### config.mk
export PLATFORM = sky130hd
export DESIGN_NAME = mppc_regs
export DESIGN_NICKNAME = d
export VERILOG_FILES = /design/src/hdl/mppc_pkg.sv /design/src/hdl/mppc_regs.sv /design/src/hdl/mppc_byte_reg.sv
export SDC_FILE = /design/constraint.sdc
export NUM_CORES = 1
export LEC_CHECK = 0
export ABC_AREA = 1
export BUFFER_PORTS_ARGS = -buffer_cell sky130_fd_sc_hd__buf_2
export CAP_MARGIN = 10
export CORE_UTILIZATION = 55
export CTS_CLUSTER_DIAMETER = 40
export DETAILED_ROUTE_END_ITERATION = 7
export GPL_TIMING_DRIVEN = 0
export PLACE_DENSITY = 0.79
export SLEW_MARGIN = 40
export SYNTH_ARGS = -nofsm -noshare
export SYNTH_HDL_FRONTEND = slang
export SYNTH_SLANG_ARGS = --single-unit
### constraint.sdc
create_clock -name i_clk -period 1.8 [get_ports i_clk]
set_clock_uncertainty 0.2 [all_clocks]
set_input_delay 0.54 -clock i_clk [delete_from_list [all_inputs] [get_ports i_clk]]
set_output_delay 0.54 -clock i_clk [all_outputs]
set_load 0.05 [all_outputs]
### src/hdl/mppc_pkg.sv
/*
  Package for the master-page power and configuration register bank.
  Holds offsets, field positions, reset values and the register write port width.
  Assumes the serial control port has already turned each access into an
  8-bit address, an 8-bit data byte and one-cycle strobes.
*/
package mppc_pkg;

  // ==========================================================================
  // Widths and offsets
  // ==========================================================================
  localparam int unsigned MPPC_AW = 8;
  localparam int unsigned MPPC_DW = 8;

  localparam logic [7:0] MPPC_OFS_MASK1_CORES   = 8'h20;
  localparam logic [7:0] MPPC_OFS_MASK1_BUFFERS = 8'h21;
  localparam logic [7:0] MPPC_OFS_MASK2_CORES   = 8'h23;
  localparam logic [7:0] MPPC_OFS_MASK2_BUFFERS = 8'h24;
  localparam logic [7:0] MPPC_OFS_WHOLE_DEVICE_POWERDOWN    = 8'h26;
  localparam logic [7:0] MPPC_OFS_PERF_LOW      = 8'h39;
  localparam logic [7:0] MPPC_OFS_PERF_BIT2     = 8'h3a;
  localparam logic [7:0] MPPC_OFS_INPUT_COUPLE  = 8'h4f;
  localparam logic [7:0] MPPC_OFS_SYSREF        = 8'h53;
  localparam logic [7:0] MPPC_OFS_REG_PDN       = 8'h55;
  localparam logic [7:0] MPPC_OFS_PERF_BIT3     = 8'h56;

  // ==========================================================================
  // Field positions
  // ==========================================================================
  localparam int unsigned MPPC_BUF_B_HI   = 7;
  localparam int unsigned MPPC_BUF_B_LO   = 6;
  localparam int unsigned MPPC_BUF_A_HI   = 5;
  localparam int unsigned MPPC_BUF_A_LO   = 4;
  localparam int unsigned MPPC_GPDN_BIT   = 7;
  localparam int unsigned MPPC_OVRD_BIT   = 6;
  localparam int unsigned MPPC_MSEL_BIT   = 5;
  localparam int unsigned MPPC_PERF_HI    = 7;
  localparam int unsigned MPPC_PERF_LO    = 6;
  localparam int unsigned MPPC_PERF2_BIT  = 6;
  localparam int unsigned MPPC_PERF3_BIT  = 2;
  localparam int unsigned MPPC_DCIN_BIT   = 0;
  localparam int unsigned MPPC_IGSR_BIT   = 6;
  localparam int unsigned MPPC_SRCM_BIT   = 1;
  localparam int unsigned MPPC_SWSR_BIT   = 0;
  localparam int unsigned MPPC_REGPDN_BIT = 4;

  // ==========================================================================
  // Reset values, writable masks and buffer codes
  // ==========================================================================
  localparam logic [7:0] MPPC_RESET_VALUE  = 8'h00;
  localparam logic [7:0] MPPC_RW_BUFFERS   = 8'hf0;
  localparam logic [7:0] MPPC_RW_GLOBAL    = 8'he0;
  localparam logic [7:0] MPPC_RW_PERF_LOW  = 8'hc0;
  localparam logic [7:0] MPPC_RW_PERF_BIT2 = 8'h40;
  localparam logic [7:0] MPPC_RW_COUPLE    = 8'h01;
  localparam logic [7:0] MPPC_RW_SYSREF    = 8'h43;
  localparam logic [7:0] MPPC_RW_REG_PDN   = 8'h10;
  localparam logic [7:0] MPPC_RW_PERF_BIT3 = 8'h04;
  localparam logic [7:0] MPPC_RW_CORES     = 8'hff;
  localparam logic [1:0] MPPC_BUF_ACTIVE   = 2'h0;
  localparam logic [1:0] MPPC_BUF_OFF      = 2'h3;

  // Number of registers in the shared offset table; the enable at 55h is held apart.
  localparam int unsigned MPPC_NREG = 10;

endpackage : mppc_pkg

### src/hdl/mppc_regs.sv
/*
  Master-page power-down and configuration register bank of a dual-channel converter.
  Assumes the serial control port decodes each transfer into i_wr_en or i_rd_en
  with an 8-bit address, data valid in the same cycle, all synchronous to i_clk.
*/
// Summary of operation
// - Bit 5 of the global register picks mask 1 when low, mask 2 when high.
// - Mask 1 is formed by the registers at 20h and 21h.
// - Mask 2 is formed by the registers at 23h and 24h.
// - Each channel buffer field controls two buffers, each feeding two cores.
// - Buffer code 00 keeps both active, 11 powers both down; host avoids 01, 10.
// - In 24h, channel B buffers use bits 7-6, channel A bits 5-4, reset zero.
// - Global power-down bit high powers the whole device down while the override bit is high.
// - Override bit high makes the device ignore the power-down pin.
// - Performance bits sit at 39h bits 7-6, 3Ah bit 6, 56h bit 2.
// - Input dc-coupling bit at 4Fh bit 0 selects the high bias resistance.
// - Sysref_control holds sysref ignore bit 6, common mode bit 1, level bit 0.
// - Register power-down enable at 55h applies the selected mask when high.
// - Ignore bit blocks the sysref input; level bit drives internal sysref.
`timescale 1ns/1ns
`default_nettype none
module mppc_regs (
  // Clock and reset
  input  wire logic                                i_clk,
  input  wire logic                                i_resetn,
  // Register access from the serial control port
  input  wire logic                                i_wr_en,
  input  wire logic                                i_rd_en,
  input  wire logic [mppc_pkg::MPPC_AW-1:0]        i_addr,
  input  wire logic [mppc_pkg::MPPC_DW-1:0]        i_wdata,
  output logic      [mppc_pkg::MPPC_DW-1:0]        o_rdata,
  // Device pins
  input  wire logic                                i_powerdown_pin,
  input  wire logic                                i_sysref,
  // Controls to the analog side
  output logic                                     o_whole_device_powerdown,
  output logic      [3:0]                          o_chan_a_core_powerdown,
  output logic      [3:0]                          o_chan_b_core_powerdown,
  output logic      [1:0]                          o_chan_a_buffer_powerdown,
  output logic      [1:0]                          o_chan_b_buffer_powerdown,
  output logic      [3:0]                          o_performance_setting,
  output logic                                     o_input_dc_bias_enable,
  output logic                                     o_sysref_high_common_mode_enable,
  output logic                                     o_sysref_internal
);
  import mppc_pkg::*;

  // ==========================================================================
  // Register instances
  // ==========================================================================
  localparam logic [7:0] OFS [MPPC_NREG] = '{
    MPPC_OFS_MASK1_CORES, MPPC_OFS_MASK1_BUFFERS, MPPC_OFS_MASK2_CORES,
    MPPC_OFS_MASK2_BUFFERS, MPPC_OFS_WHOLE_DEVICE_POWERDOWN, MPPC_OFS_PERF_LOW,
    MPPC_OFS_PERF_BIT2, MPPC_OFS_INPUT_COUPLE, MPPC_OFS_SYSREF, MPPC_OFS_PERF_BIT3};
  // Reserved bits are masked off so a careless write cannot alter behaviour.
  localparam logic [7:0] MSK [MPPC_NREG] = '{
    MPPC_RW_CORES, MPPC_RW_BUFFERS, MPPC_RW_CORES, MPPC_RW_BUFFERS,
    MPPC_RW_GLOBAL, MPPC_RW_PERF_LOW, MPPC_RW_PERF_BIT2, MPPC_RW_COUPLE,
    MPPC_RW_SYSREF, MPPC_RW_PERF_BIT3};

  wire [7:0] val [MPPC_NREG];
  wire [7:0] reg_pdn_val;

  // Each register decodes its own write strobe from the shared offset table.
  genvar g;
  generate
    for (g = 0; g < MPPC_NREG; g++) begin : g_reg
      mppc_byte_reg #(
        .RW_MASK   (MSK[g]),
        .RESET_VAL (MPPC_RESET_VALUE)
      ) u_reg (
        .i_clk    (i_clk),
        .i_resetn (i_resetn),
        .i_we     (i_wr_en && (i_addr == OFS[g])),
        .i_wdata  (i_wdata),
        .o_value  (val[g])
      );
    end
  endgenerate

  // The power-down enable at 55h is kept separately since it is not read back
  // through the shared table in order to keep the mux short.
  mppc_byte_reg #(
    .RW_MASK   (MPPC_RW_REG_PDN),
    .RESET_VAL (MPPC_RESET_VALUE)
  ) u_reg_pdn (
    .i_clk    (i_clk),
    .i_resetn (i_resetn),
    .i_we     (i_wr_en && (i_addr == MPPC_OFS_REG_PDN)),
    .i_wdata  (i_wdata),
    .o_value  (reg_pdn_val)
  );

  // ==========================================================================
  // Named register views
  // ==========================================================================
  // The views only rename table entries; the table order fixes which is which.
  wire [7:0] mask1_cores_reg   = val[0];
  wire [7:0] mask1_buffers_reg = val[1];
  wire [7:0] mask2_cores_reg   = val[2];
  wire [7:0] mask2_input_buffer_powerdown_reg = val[3];
  wire [7:0] global_powerdown_control_reg     = val[4];
  wire [7:0] performance_setting_low_reg      = val[5];
  wire [7:0] performance_setting_bit2_reg     = val[6];
  wire [7:0] input_coupling_control_reg       = val[7];
  wire [7:0] sysref_control_reg               = val[8];
  wire [7:0] performance_setting_bit3_reg     = val[9];

  // ==========================================================================
  // Read decode
  // ==========================================================================
  // Every register value is an argument, so the assignment below re-evaluates
  // whenever a register changes, not only when the address or strobe does.
  function automatic logic [7:0] read_mux(input logic [7:0] addr,
                                          input logic [7:0] regs [MPPC_NREG],
                                          input logic [7:0] pdn);
    logic [7:0] r;
    r = 8'h00;
    for (int i = 0; i < MPPC_NREG; i++) begin
      if (addr == OFS[i]) begin
        r = regs[i];
      end
    end
    if (addr == MPPC_OFS_REG_PDN) begin
      r = pdn;
    end
    return r;
  endfunction : read_mux

  wire [7:0] rdata_next = i_rd_en ? read_mux(i_addr, val, reg_pdn_val) : o_rdata;

  // ==========================================================================
  // Power-down selection
  // ==========================================================================
  wire mask_sel    = global_powerdown_control_reg[MPPC_MSEL_BIT];
  wire reg_pdn_en  = reg_pdn_val[MPPC_REGPDN_BIT];
  wire pin_ignored = global_powerdown_control_reg[MPPC_OVRD_BIT];
  wire gpdn_bit    = global_powerdown_control_reg[MPPC_GPDN_BIT];

  // Both halves of a mask switch together, so cores and buffers never mix masks.
  function automatic logic [7:0] pick_mask(input logic       sel,
                                           input logic [7:0] set1,
                                           input logic [7:0] set2);
    return sel ? set2 : set1;
  endfunction : pick_mask

  wire [7:0] sel_cores   = pick_mask(mask_sel, mask1_cores_reg, mask2_cores_reg);
  wire [7:0] sel_buffers = pick_mask(mask_sel, mask1_buffers_reg,
                                     mask2_input_buffer_powerdown_reg);

  // Register power-down follows the register bit once the pin is overridden;
  // otherwise the pin level rules. This order is why the override must come first.
  wire whole_next = pin_ignored ? gpdn_bit : i_powerdown_pin;

  // Buffer fields pass as stored; codes 01 and 10 are host misuse and not corrected.
  wire [1:0] buf_b_next = reg_pdn_en ? sel_buffers[MPPC_BUF_B_HI:MPPC_BUF_B_LO]
                                     : MPPC_BUF_ACTIVE;
  wire [1:0] buf_a_next = reg_pdn_en ? sel_buffers[MPPC_BUF_A_HI:MPPC_BUF_A_LO]
                                     : MPPC_BUF_ACTIVE;
  // Channel A cores sit in the high nibble of a cores register, channel B in the low.
  wire [3:0] core_a_next = reg_pdn_en ? sel_cores[7:4] : 4'h0;
  wire [3:0] core_b_next = reg_pdn_en ? sel_cores[3:0] : 4'h0;

  // ==========================================================================
  // Performance, coupling and sysref
  // ==========================================================================
  // The field spans three registers; the host writes them as one setting.
  wire [3:0] perf_next = {performance_setting_bit3_reg[MPPC_PERF3_BIT],
                          performance_setting_bit2_reg[MPPC_PERF2_BIT],
                          performance_setting_low_reg[MPPC_PERF_HI:MPPC_PERF_LO]};
  wire dcin_next = input_coupling_control_reg[MPPC_DCIN_BIT];
  wire srcm_next = sysref_control_reg[MPPC_SRCM_BIT];
  // An ignored sysref input is replaced by the software level, never by a constant.
  wire sysref_next = sysref_control_reg[MPPC_IGSR_BIT] ? sysref_control_reg[MPPC_SWSR_BIT]
                                                       : i_sysref;

  // ==========================================================================
  // Output flops
  // ==========================================================================
  // Read data holds between reads, so the port may shift it out late.
  always_ff @(posedge i_clk or negedge i_resetn) begin
    if (!i_resetn) begin
      o_rdata <= 8'h00;
    end else begin
      o_rdata <= rdata_next;
    end
  end

  // Power-down controls are registered so no decode glitch reaches the analog side.
  always_ff @(posedge i_clk or negedge i_resetn) begin
    if (!i_resetn) begin
      o_whole_device_powerdown  <= 1'b0;
      o_chan_a_core_powerdown   <= 4'h0;
      o_chan_b_core_powerdown   <= 4'h0;
      o_chan_a_buffer_powerdown <= 2'h0;
      o_chan_b_buffer_powerdown <= 2'h0;
    end else begin
      o_whole_device_powerdown  <= whole_next;
      o_chan_a_core_powerdown   <= core_a_next;
      o_chan_b_core_powerdown   <= core_b_next;
      o_chan_a_buffer_powerdown <= buf_a_next;
      o_chan_b_buffer_powerdown <= buf_b_next;
    end
  end

  // Performance, coupling and sysref controls.
  always_ff @(posedge i_clk or negedge i_resetn) begin
    if (!i_resetn) begin
      o_performance_setting            <= 4'h0;
      o_input_dc_bias_enable           <= 1'b0;
      o_sysref_high_common_mode_enable <= 1'b0;
      o_sysref_internal                <= 1'b0;
    end else begin
      o_performance_setting            <= perf_next;
      o_input_dc_bias_enable           <= dcin_next;
      o_sysref_high_common_mode_enable <= srcm_next;
      o_sysref_internal                <= sysref_next;
    end
  end

endmodule : mppc_regs
`default_nettype wire

### src/hdl/mppc_byte_reg.sv
/*
  One 8-bit configuration register with a per-bit writable mask.
  Assumes a single clock and an asynchronous active-low reset.
*/
`timescale 1ns/1ns
`default_nettype none
module mppc_byte_reg #(
  parameter logic [7:0] RW_MASK   = 8'hff,
  parameter logic [7:0] RESET_VAL = 8'h00
) (
  // Clock and reset
  input  wire logic       i_clk,
  input  wire logic       i_resetn,
  // Write port
  input  wire logic       i_we,
  input  wire logic [7:0] i_wdata,
  // Stored value
  output logic      [7:0] o_value
);

  // ==========================================================================
  // Storage
  // ==========================================================================
  // Bits outside RW_MASK have no function, so they are never stored and read as zero.
  logic [7:0] value_reg;
  wire  [7:0] value_next = i_we ? (i_wdata & RW_MASK) : value_reg;

  always_ff @(posedge i_clk or negedge i_resetn) begin
    if (!i_resetn) begin
      value_reg <= RESET_VAL;
    end else begin
      value_reg <= value_next;
    end
  end

  assign o_value = value_reg;

endmodule : mppc_byte_reg
`default_nettype wire

==> out/qor.txt, run 1 <==
Final Cycle Share: 96.71%
die span in y: 73.96 um
switching share of power: 26.00%
DP Cell Count: 447
P_int: 2180 uW
post-route ant nets: 0
count leader, synth: nand2_1
CP Max Fanout: 8
vias: 2,441
Clock Sinks: 64
worst hold path class: in2async
Yosys top cell area share: 56.24%
layout cell share with drive strength beyond 1: 24.12%
detailed placement HPWL: 4488 um
Slew Viols, Final: 0
Sequential Power Share: 52.0%
WP data required: 1.83 ns
vias in the first global route: 2,354
fin nets: 415
Syn Std Cell Area: 2848 um2
Rows: 25
Syn. warnings: 0
WHS: -0.02924 ns
number of synthesized flops with an enable pin: 0
Psw: 765.9 uW
CP bufs+invs: 2
Max Fclk: 574.5 MHz
CTS H-Tree Depth: 3
number of port buffers: 47
clk_lat worst skew: 0.34 ns
IR drop worst, VDD: 0.5225 mV
CTS clk-pin slew, worst paths: 0.07 ns
Hold Vio Cnt, Final: 41
violated checks: hold timing
CTS Buf Count: 9
drt first pass iters: 5
initial antenna violation count: 0
# IOs: 50
syn_nets: 355
critical path class: in2reg
Critical Path Slowest Stage Cell: nor2_4
measured slew at the worst slew-check pin: 0.5598 ns
Final setup viols: 0
unique cell type count in the Yosys netlist: 28
CP cell instances: buf_2, inv_1, nand2_1, nor2_4, nand2_2, nor2_1, o21bai_1, nand3_1, nand2_1, nand2_1, nand2_1, nand2_1
cell taking the most area after synthesis: dfrtp_1
register area share after synthesis: 56.24%
Residual DRC: 0
cell count after synthesis: 333
clock root cell: clkbuf_8
fill cell count: 424
Gate power share: 9.5%
most frequent cells after synthesis: nand2_1, dfrtp_1, o21ai_0
pwr dens: 866.8 nW/um2
outcome: complete, but fails checks
ys flop type: dfrtp_1
RSZ-0062 raised after global routing: yes
DRT iter0 DRCs: 182
max incr delay on CP: 0.20 ns
Layout area overhead: 19.33%
WL per Instance: 13.76 um
vias per inst: 5.249
CP endpoint kind: register
pin count of the biggest net entering global routing: 65
first-pass GRT wire length: 10,730 um
LEAKAGE: 0.001767 uW
chip width: 73.96 um
Avg Inst Size Synth: 8.552 um2
Power, Total: 2946 uW
most frequent CP cell: nand2_1
Top delay family on crit path: simple AND/OR/NAND/NOR gates
drt total wl: 6397 um
Slew HR: 62.68%
crit path DAT: 1.77 ns
clock period minus worst slack: 1.741 ns
Hold-fix buffers, CTS: 0
GP Congestion: 0.8628
Initial Util: 58.74%
total gr overflow: 0
crit path launch type: primary input
Die Area: 5469 um2
Yosys reg bits: 64
Bufs on Longest Clock Path: 2
CTS tree: done
Max Cap Violations: 0
core area: 4848 um2
Worst R2R Setup Slack: 0.26 ns
ranking of synthesized cells by area: dfrtp_1, nand2_1, o21ai_0
Total GRT Usage: 26.71%
async set-or-reset flop fraction in the synthesized netlist: 100.0%
# diodes: 0
clock group share of total power: 38.6%
Non-Filler Instances: 465
[worst reg2reg max path, delay by kind of cell, from the launching register on]
family,cells,cell delay (ns)
DFF,1,0.32
and+or+nand+nor,1,0.12
AOI/OAI and AO/OA,1,0.14
buffers and inverters,2,0.68
[final timing paths]
check                                                       from                                endpoint  depth (start not counted)
max                                                    i_addr[6]                  o_rdata[6]$_DFFE_PN0P_                         12
min                                                     i_resetn             o_sysref_internal$_DFF_PN0_                          1
max reg2reg                g_reg[4].u_reg.o_value[5]$_DFFE_PN0P_  o_chan_b_buffer_powerdown[1]$_DFF_PN0_                          4
min reg2reg                g_reg[7].u_reg.o_value[0]$_DFFE_PN0P_        o_input_dc_bias_enable$_DFF_PN0_                          0
max in group asynchronous                               i_resetn      o_whole_device_powerdown$_DFF_PN0_                          1
min in group i_clk         g_reg[7].u_reg.o_value[0]$_DFFE_PN0P_        o_input_dc_bias_enable$_DFF_PN0_                          0
[through the flow]
stage / setup slack [ns] / hold WS, ns / area (um2) / TNS, ns / utilization (%)
detailed placement: -0.3366 / 0.1734 / 3169 / -7.577 / 65.37
global route: -0.07024 / 0.01411 / 3398 / -0.07024 / 70.09
finish: 0.05926 / -0.02924 / 3398 / 0 / 70.09
CTS: 0.01215 / 0.1104 / 3354 / 0 / 69.19
global placement: -0.3225 / 0.1618 / 3167 / -18.76 / 65.32
floorplan: 0.01866 / 0.04441 / 2848 / 0 / -
[power by group through the flow]
stage | Clock (uW) | Sequential [uW] | Combinational, uW
2_1_floorplan | 0 | 1610 | 110
3_3_place_gp | 0 | 1550 | 269
3_5_place_dp | 0 | 1560 | 275
4_1_cts | 1150 | 1530 | 275
5_1_grt | 1200 | 1540 | 313
6_report | 1140 | 1530 | 279
[cell families after synthesis]
family                 after synthesis  synth area share (%)
AO/OA/AOI/OAI                       72                 13.09
buffers and inverters               50                 7.030
flip-flops                          64                 56.24
multiplexers                         1                0.3515
AND/OR/NAND/NOR                    146                 23.29
[registers in the layout (all words and copies together) (netlist names)]
| name | flops |
|---|---|
| o_rdata | 8 |
| o_chan_b_buffer_powerdown | 2 |
| o_sysref_high_common_mode_enable | 1 |
| o_chan_a_buffer_powerdown | 2 |
| o_performance_setting | 4 |
| o_input_dc_bias_enable | 1 |
| o_sysref_internal | 1 |
| o_whole_device_powerdown | 1 |
| g.u_reg.o_value | 35 |
| o_chan_a_core_powerdown | 4 |
| o_chan_b_core_powerdown | 4 |
| u_reg_pdn.o_value | 1 |
[placed cells by master (no fill, tap or decap), drive strengths merged]
| cell type | instances |
|---|---|
| o21a | 1 |
| o2111ai | 1 |
| o21ai | 59 |
| buf | 52 |
| clkinvlp | 1 |
| nand2 | 76 |
| clkinv | 1 |
| inv | 41 |
| dfrtp | 64 |
| nor3 | 4 |
| mux2i | 1 |
| nor4 | 1 |
| clkbuf | 20 |
| nand3 | 24 |
| nand4 | 6 |
| a21oi | 8 |
| nor2 | 34 |
| o31ai | 1 |
| or2 | 1 |
| a31oi | 1 |
| o21bai | 1 |
[per-layer routing]
layer / GRT usage, % / wire [um] / share of wire [%] / up-vias
met3: 4.336 / 297 / 4.6 / 14
met4: 11.75 / 121 / 1.9 / 0
met1: 36.36 / 2929 / 46 / 1147
met5: 0 / 0 / 0 / -
li1: - / - / - / 1205
met2: 42.53 / 3048 / 48 / 75
[area by class of cell]
cell class | count | area (um2) | share of cell area [%]
buffer | 9 | 48.80 | 1.436
clock buffer | 14 | 172.7 | 5.081
clock inverter | 2 | 12.51 | 0.3682
inverter | 41 | 153.9 | 4.529
multi-input combinational | 219 | 1069 | 31.44
sequential | 64 | 1602 | 47.13
tap | 67 | 83.83 | 2.467
timing repair buffer | 49 | 256.5 | 7.548
[what timing repair did]
action	CTS	global route
gates resized for setup	0	10
setup buffers	0	2
endpoints found under the setup margin	0	19
Note: power is estimated with default switching activity, not from simulation.
==> inputs of run 2 (changes only) <==
RECOVER_POWER = 100   (was default)
==> run 2 against run 1 <==
  * Combinational power is 2% lower
  * Critical path type is now reg2out
  * Clock-buffer cell count stayed put
  * Non-clock buffer count is the same
  * The flow now finishes without violations
  * Highest routed layer unchanged
  * Sequential power hardly changed
==> out/qor.txt, run 2 (synthesis gave the netlist of run 1 again) <==
CTS tree: done
drt total wl: 6387 um (-0.16%)
GP Congestion: 0.8628 (unchanged)
Power, Total: 2937 uW (-0.28%)
Sequential Power Share: 52.1% (about the same)
max reg flops: 35 (unchanged)
IR drop worst, VDD: 0.5238 mV (+0.26%)
Total GRT Usage: 26.71% (unchanged)
LEAKAGE: 0.001745 uW (-1.2%)
Slew Viols, Final: 0 (unchanged)
detailed placement HPWL: 4488 um (unchanged)
initial antenna violation count: 0 (unchanged)
Final Cycle Share: 96.33% (-0.38 points)
switching share of power: 25.87% (-0.13 points)
WHS: 0.1201 ns (+0.1493 ns)
layout cell share with drive strength beyond 1: 22.61% (-1.5 points)
most common cell after layout, fill and taps aside: nand2_1
Final setup viols: 0 (unchanged)
Max Fclk: 576.7 MHz (+0.40%)
Gate power share: 9.3% (-0.2 points)
vias per inst: 5.172 (-1.5%)
clk_lat worst skew: 0.34 ns (about the same)
final core occ: 69.68% (-0.41 points)
pre-CTS setup slack: -0.3366 ns (unchanged)
vias in the first global route: 2,354 (unchanged)
outcome: finished clean
# diodes: 0 (unchanged)
commonest non-fill, non-tap cells in the layout: nand2_1, dfrtp_1, o21ai_0, inv_1, clkbuf_2
CP Max Fanout: 2 (-6)
clock group share of total power: 38.5% (about the same)
crit path launch type: register
CP bufs+invs: 1 (-1)
Clock Sinks: 64 (unchanged)
setup TNS: 0 ns (unchanged)
Rows: 25 (unchanged)
clock period minus worst slack: 1.734 ns (-0.006880 ns)
Initial Util: 58.74% (unchanged)
Max Cap Violations: 0 (unchanged)
pin count of the biggest net entering global routing: 65 (unchanged)
number of port buffers: 47 (unchanged)
pwr dens: 869.5 nW/um2 (+0.31%)
vias: 2,405 (-1.5%)
RSZ-0062 raised after global routing: yes
WP data required: 1.06 ns (-0.77 ns)
Top delay family on crit path: flip-flops
Hold Vio Cnt, Final: 0 (-100%)
drt first pass iters: 4 (-1)
total gr overflow: 0 (unchanged)
Psw: 759.9 uW (-0.79%)
critical path class: reg2out
CTS clk-pin slew, worst paths: 0.07 ns (about the same)
Bufs on Longest Clock Path: 2 (unchanged)
worst hold path class: in2async
measured slew at the worst slew-check pin: 0.8441 ns (+0.2844 ns)
Layout area overhead: 18.63%
# IOs: 50 (unchanged)
Slew HR: 43.72% (-19 points)
DRT iter0 DRCs: 177 (-2.7%)
fin nets: 415 (unchanged)
chip width: 73.96 um (unchanged)
CTS Buf Count: 9 (unchanged)
clock root cell: clkbuf_8
first-pass GRT wire length: 10,730 um (unchanged)
fill cell count: 430 (+1.4%)
CP cell instances: clkbuf_2
CTS H-Tree Depth: 3 (unchanged)
Die Area: 5469 um2 (unchanged)
crit path DAT: 0.99 ns (-0.78 ns)
Final WS setup: 0.06614 ns (+0.006880 ns)
Critical Path Slowest Stage Cell: dfrtp_1
post-route ant nets: 0 (unchanged)
CP endpoint kind: output pin
Residual DRC: 0 (unchanged)
WL per Instance: 13.74 um (-0.16%)
core area: 4848 um2 (unchanged)
die span in y: 73.96 um (unchanged)
P_int: 2177 uW (-0.10%)
Worst R2R Setup Slack: 0.12 ns (-0.14 ns)
max incr delay on CP: 0.37 ns (+0.17 ns)
Hold-fix buffers, CTS: 0 (unchanged)
run 2: area by class of cell:
type                    count  area (um2)  area share [%]
flip-flops and latches     64        1602           47.41
multi-input cells         219        1054           31.19
repair buffers             49       252.7           7.481
clock buffers              14       172.7           5.111
inverters                  41       153.9           4.556
well taps                  67       83.83           2.481
plain buffers               9       47.55           1.407
clock inverters             2       12.51          0.3704
run 2: repair_timing:
action / CTS / global route
setup buffers: 0 / 2
resized for setup: 0 / 10
endpoints found under the setup margin: 0 / 19
run 2: stage by stage:
step / instance area (um2) / std cells
after CTS: 3354 / 463
after global placement: 3167 / 447
after floorplan: 2848 / 333
final: 3378 / 465
after global routing: 3378 / 465
after detailed placement: 3169 / 447
run 2: power groups by stage:
stage | clock network (uW) | logic (uW) | registers [uW]
4_1_cts | 1150 | 275 | 1530
2_1_floorplan | 0 | 110 | 1610
3_3_place_gp | 0 | 269 | 1550
6_report | 1130 | 274 | 1530
5_1_grt | 1200 | 309 | 1540
3_5_place_dp | 0 | 275 | 1560
run 2: worst paths after layout:
check,startpoint,end,cells after the start
min,i_resetn,o_sysref_internal$_DFF_PN0_,1
min reg2reg,g_reg[7].u_reg.o_value[0]$_DFFE_PN0P_,o_input_dc_bias_enable$_DFF_PN0_,0
min in group i_clk,g_reg[7].u_reg.o_value[0]$_DFFE_PN0P_,o_input_dc_bias_enable$_DFF_PN0_,0
max reg2reg,g_reg[4].u_reg.o_value[5]$_DFFE_PN0P_,o_chan_b_buffer_powerdown[1]$_DFF_PN0_,4
max in group asynchronous,i_resetn,g_reg[5].u_reg.o_value[7]$_DFFE_PN0P_,1
max,o_rdata[4]$_DFFE_PN0P_,o_rdata[4],1
run 2: per-layer routing:
layer | up-vias | wire (um) | global-route usage, %
li1 | 1205 | - | -
met1 | 1117 | 2881 | 36.36
met2 | 69 | 3061 | 42.53
met3 | 14 | 325 | 4.336
met4 | 0 | 119 | 11.75
met5 | - | 0 | 0
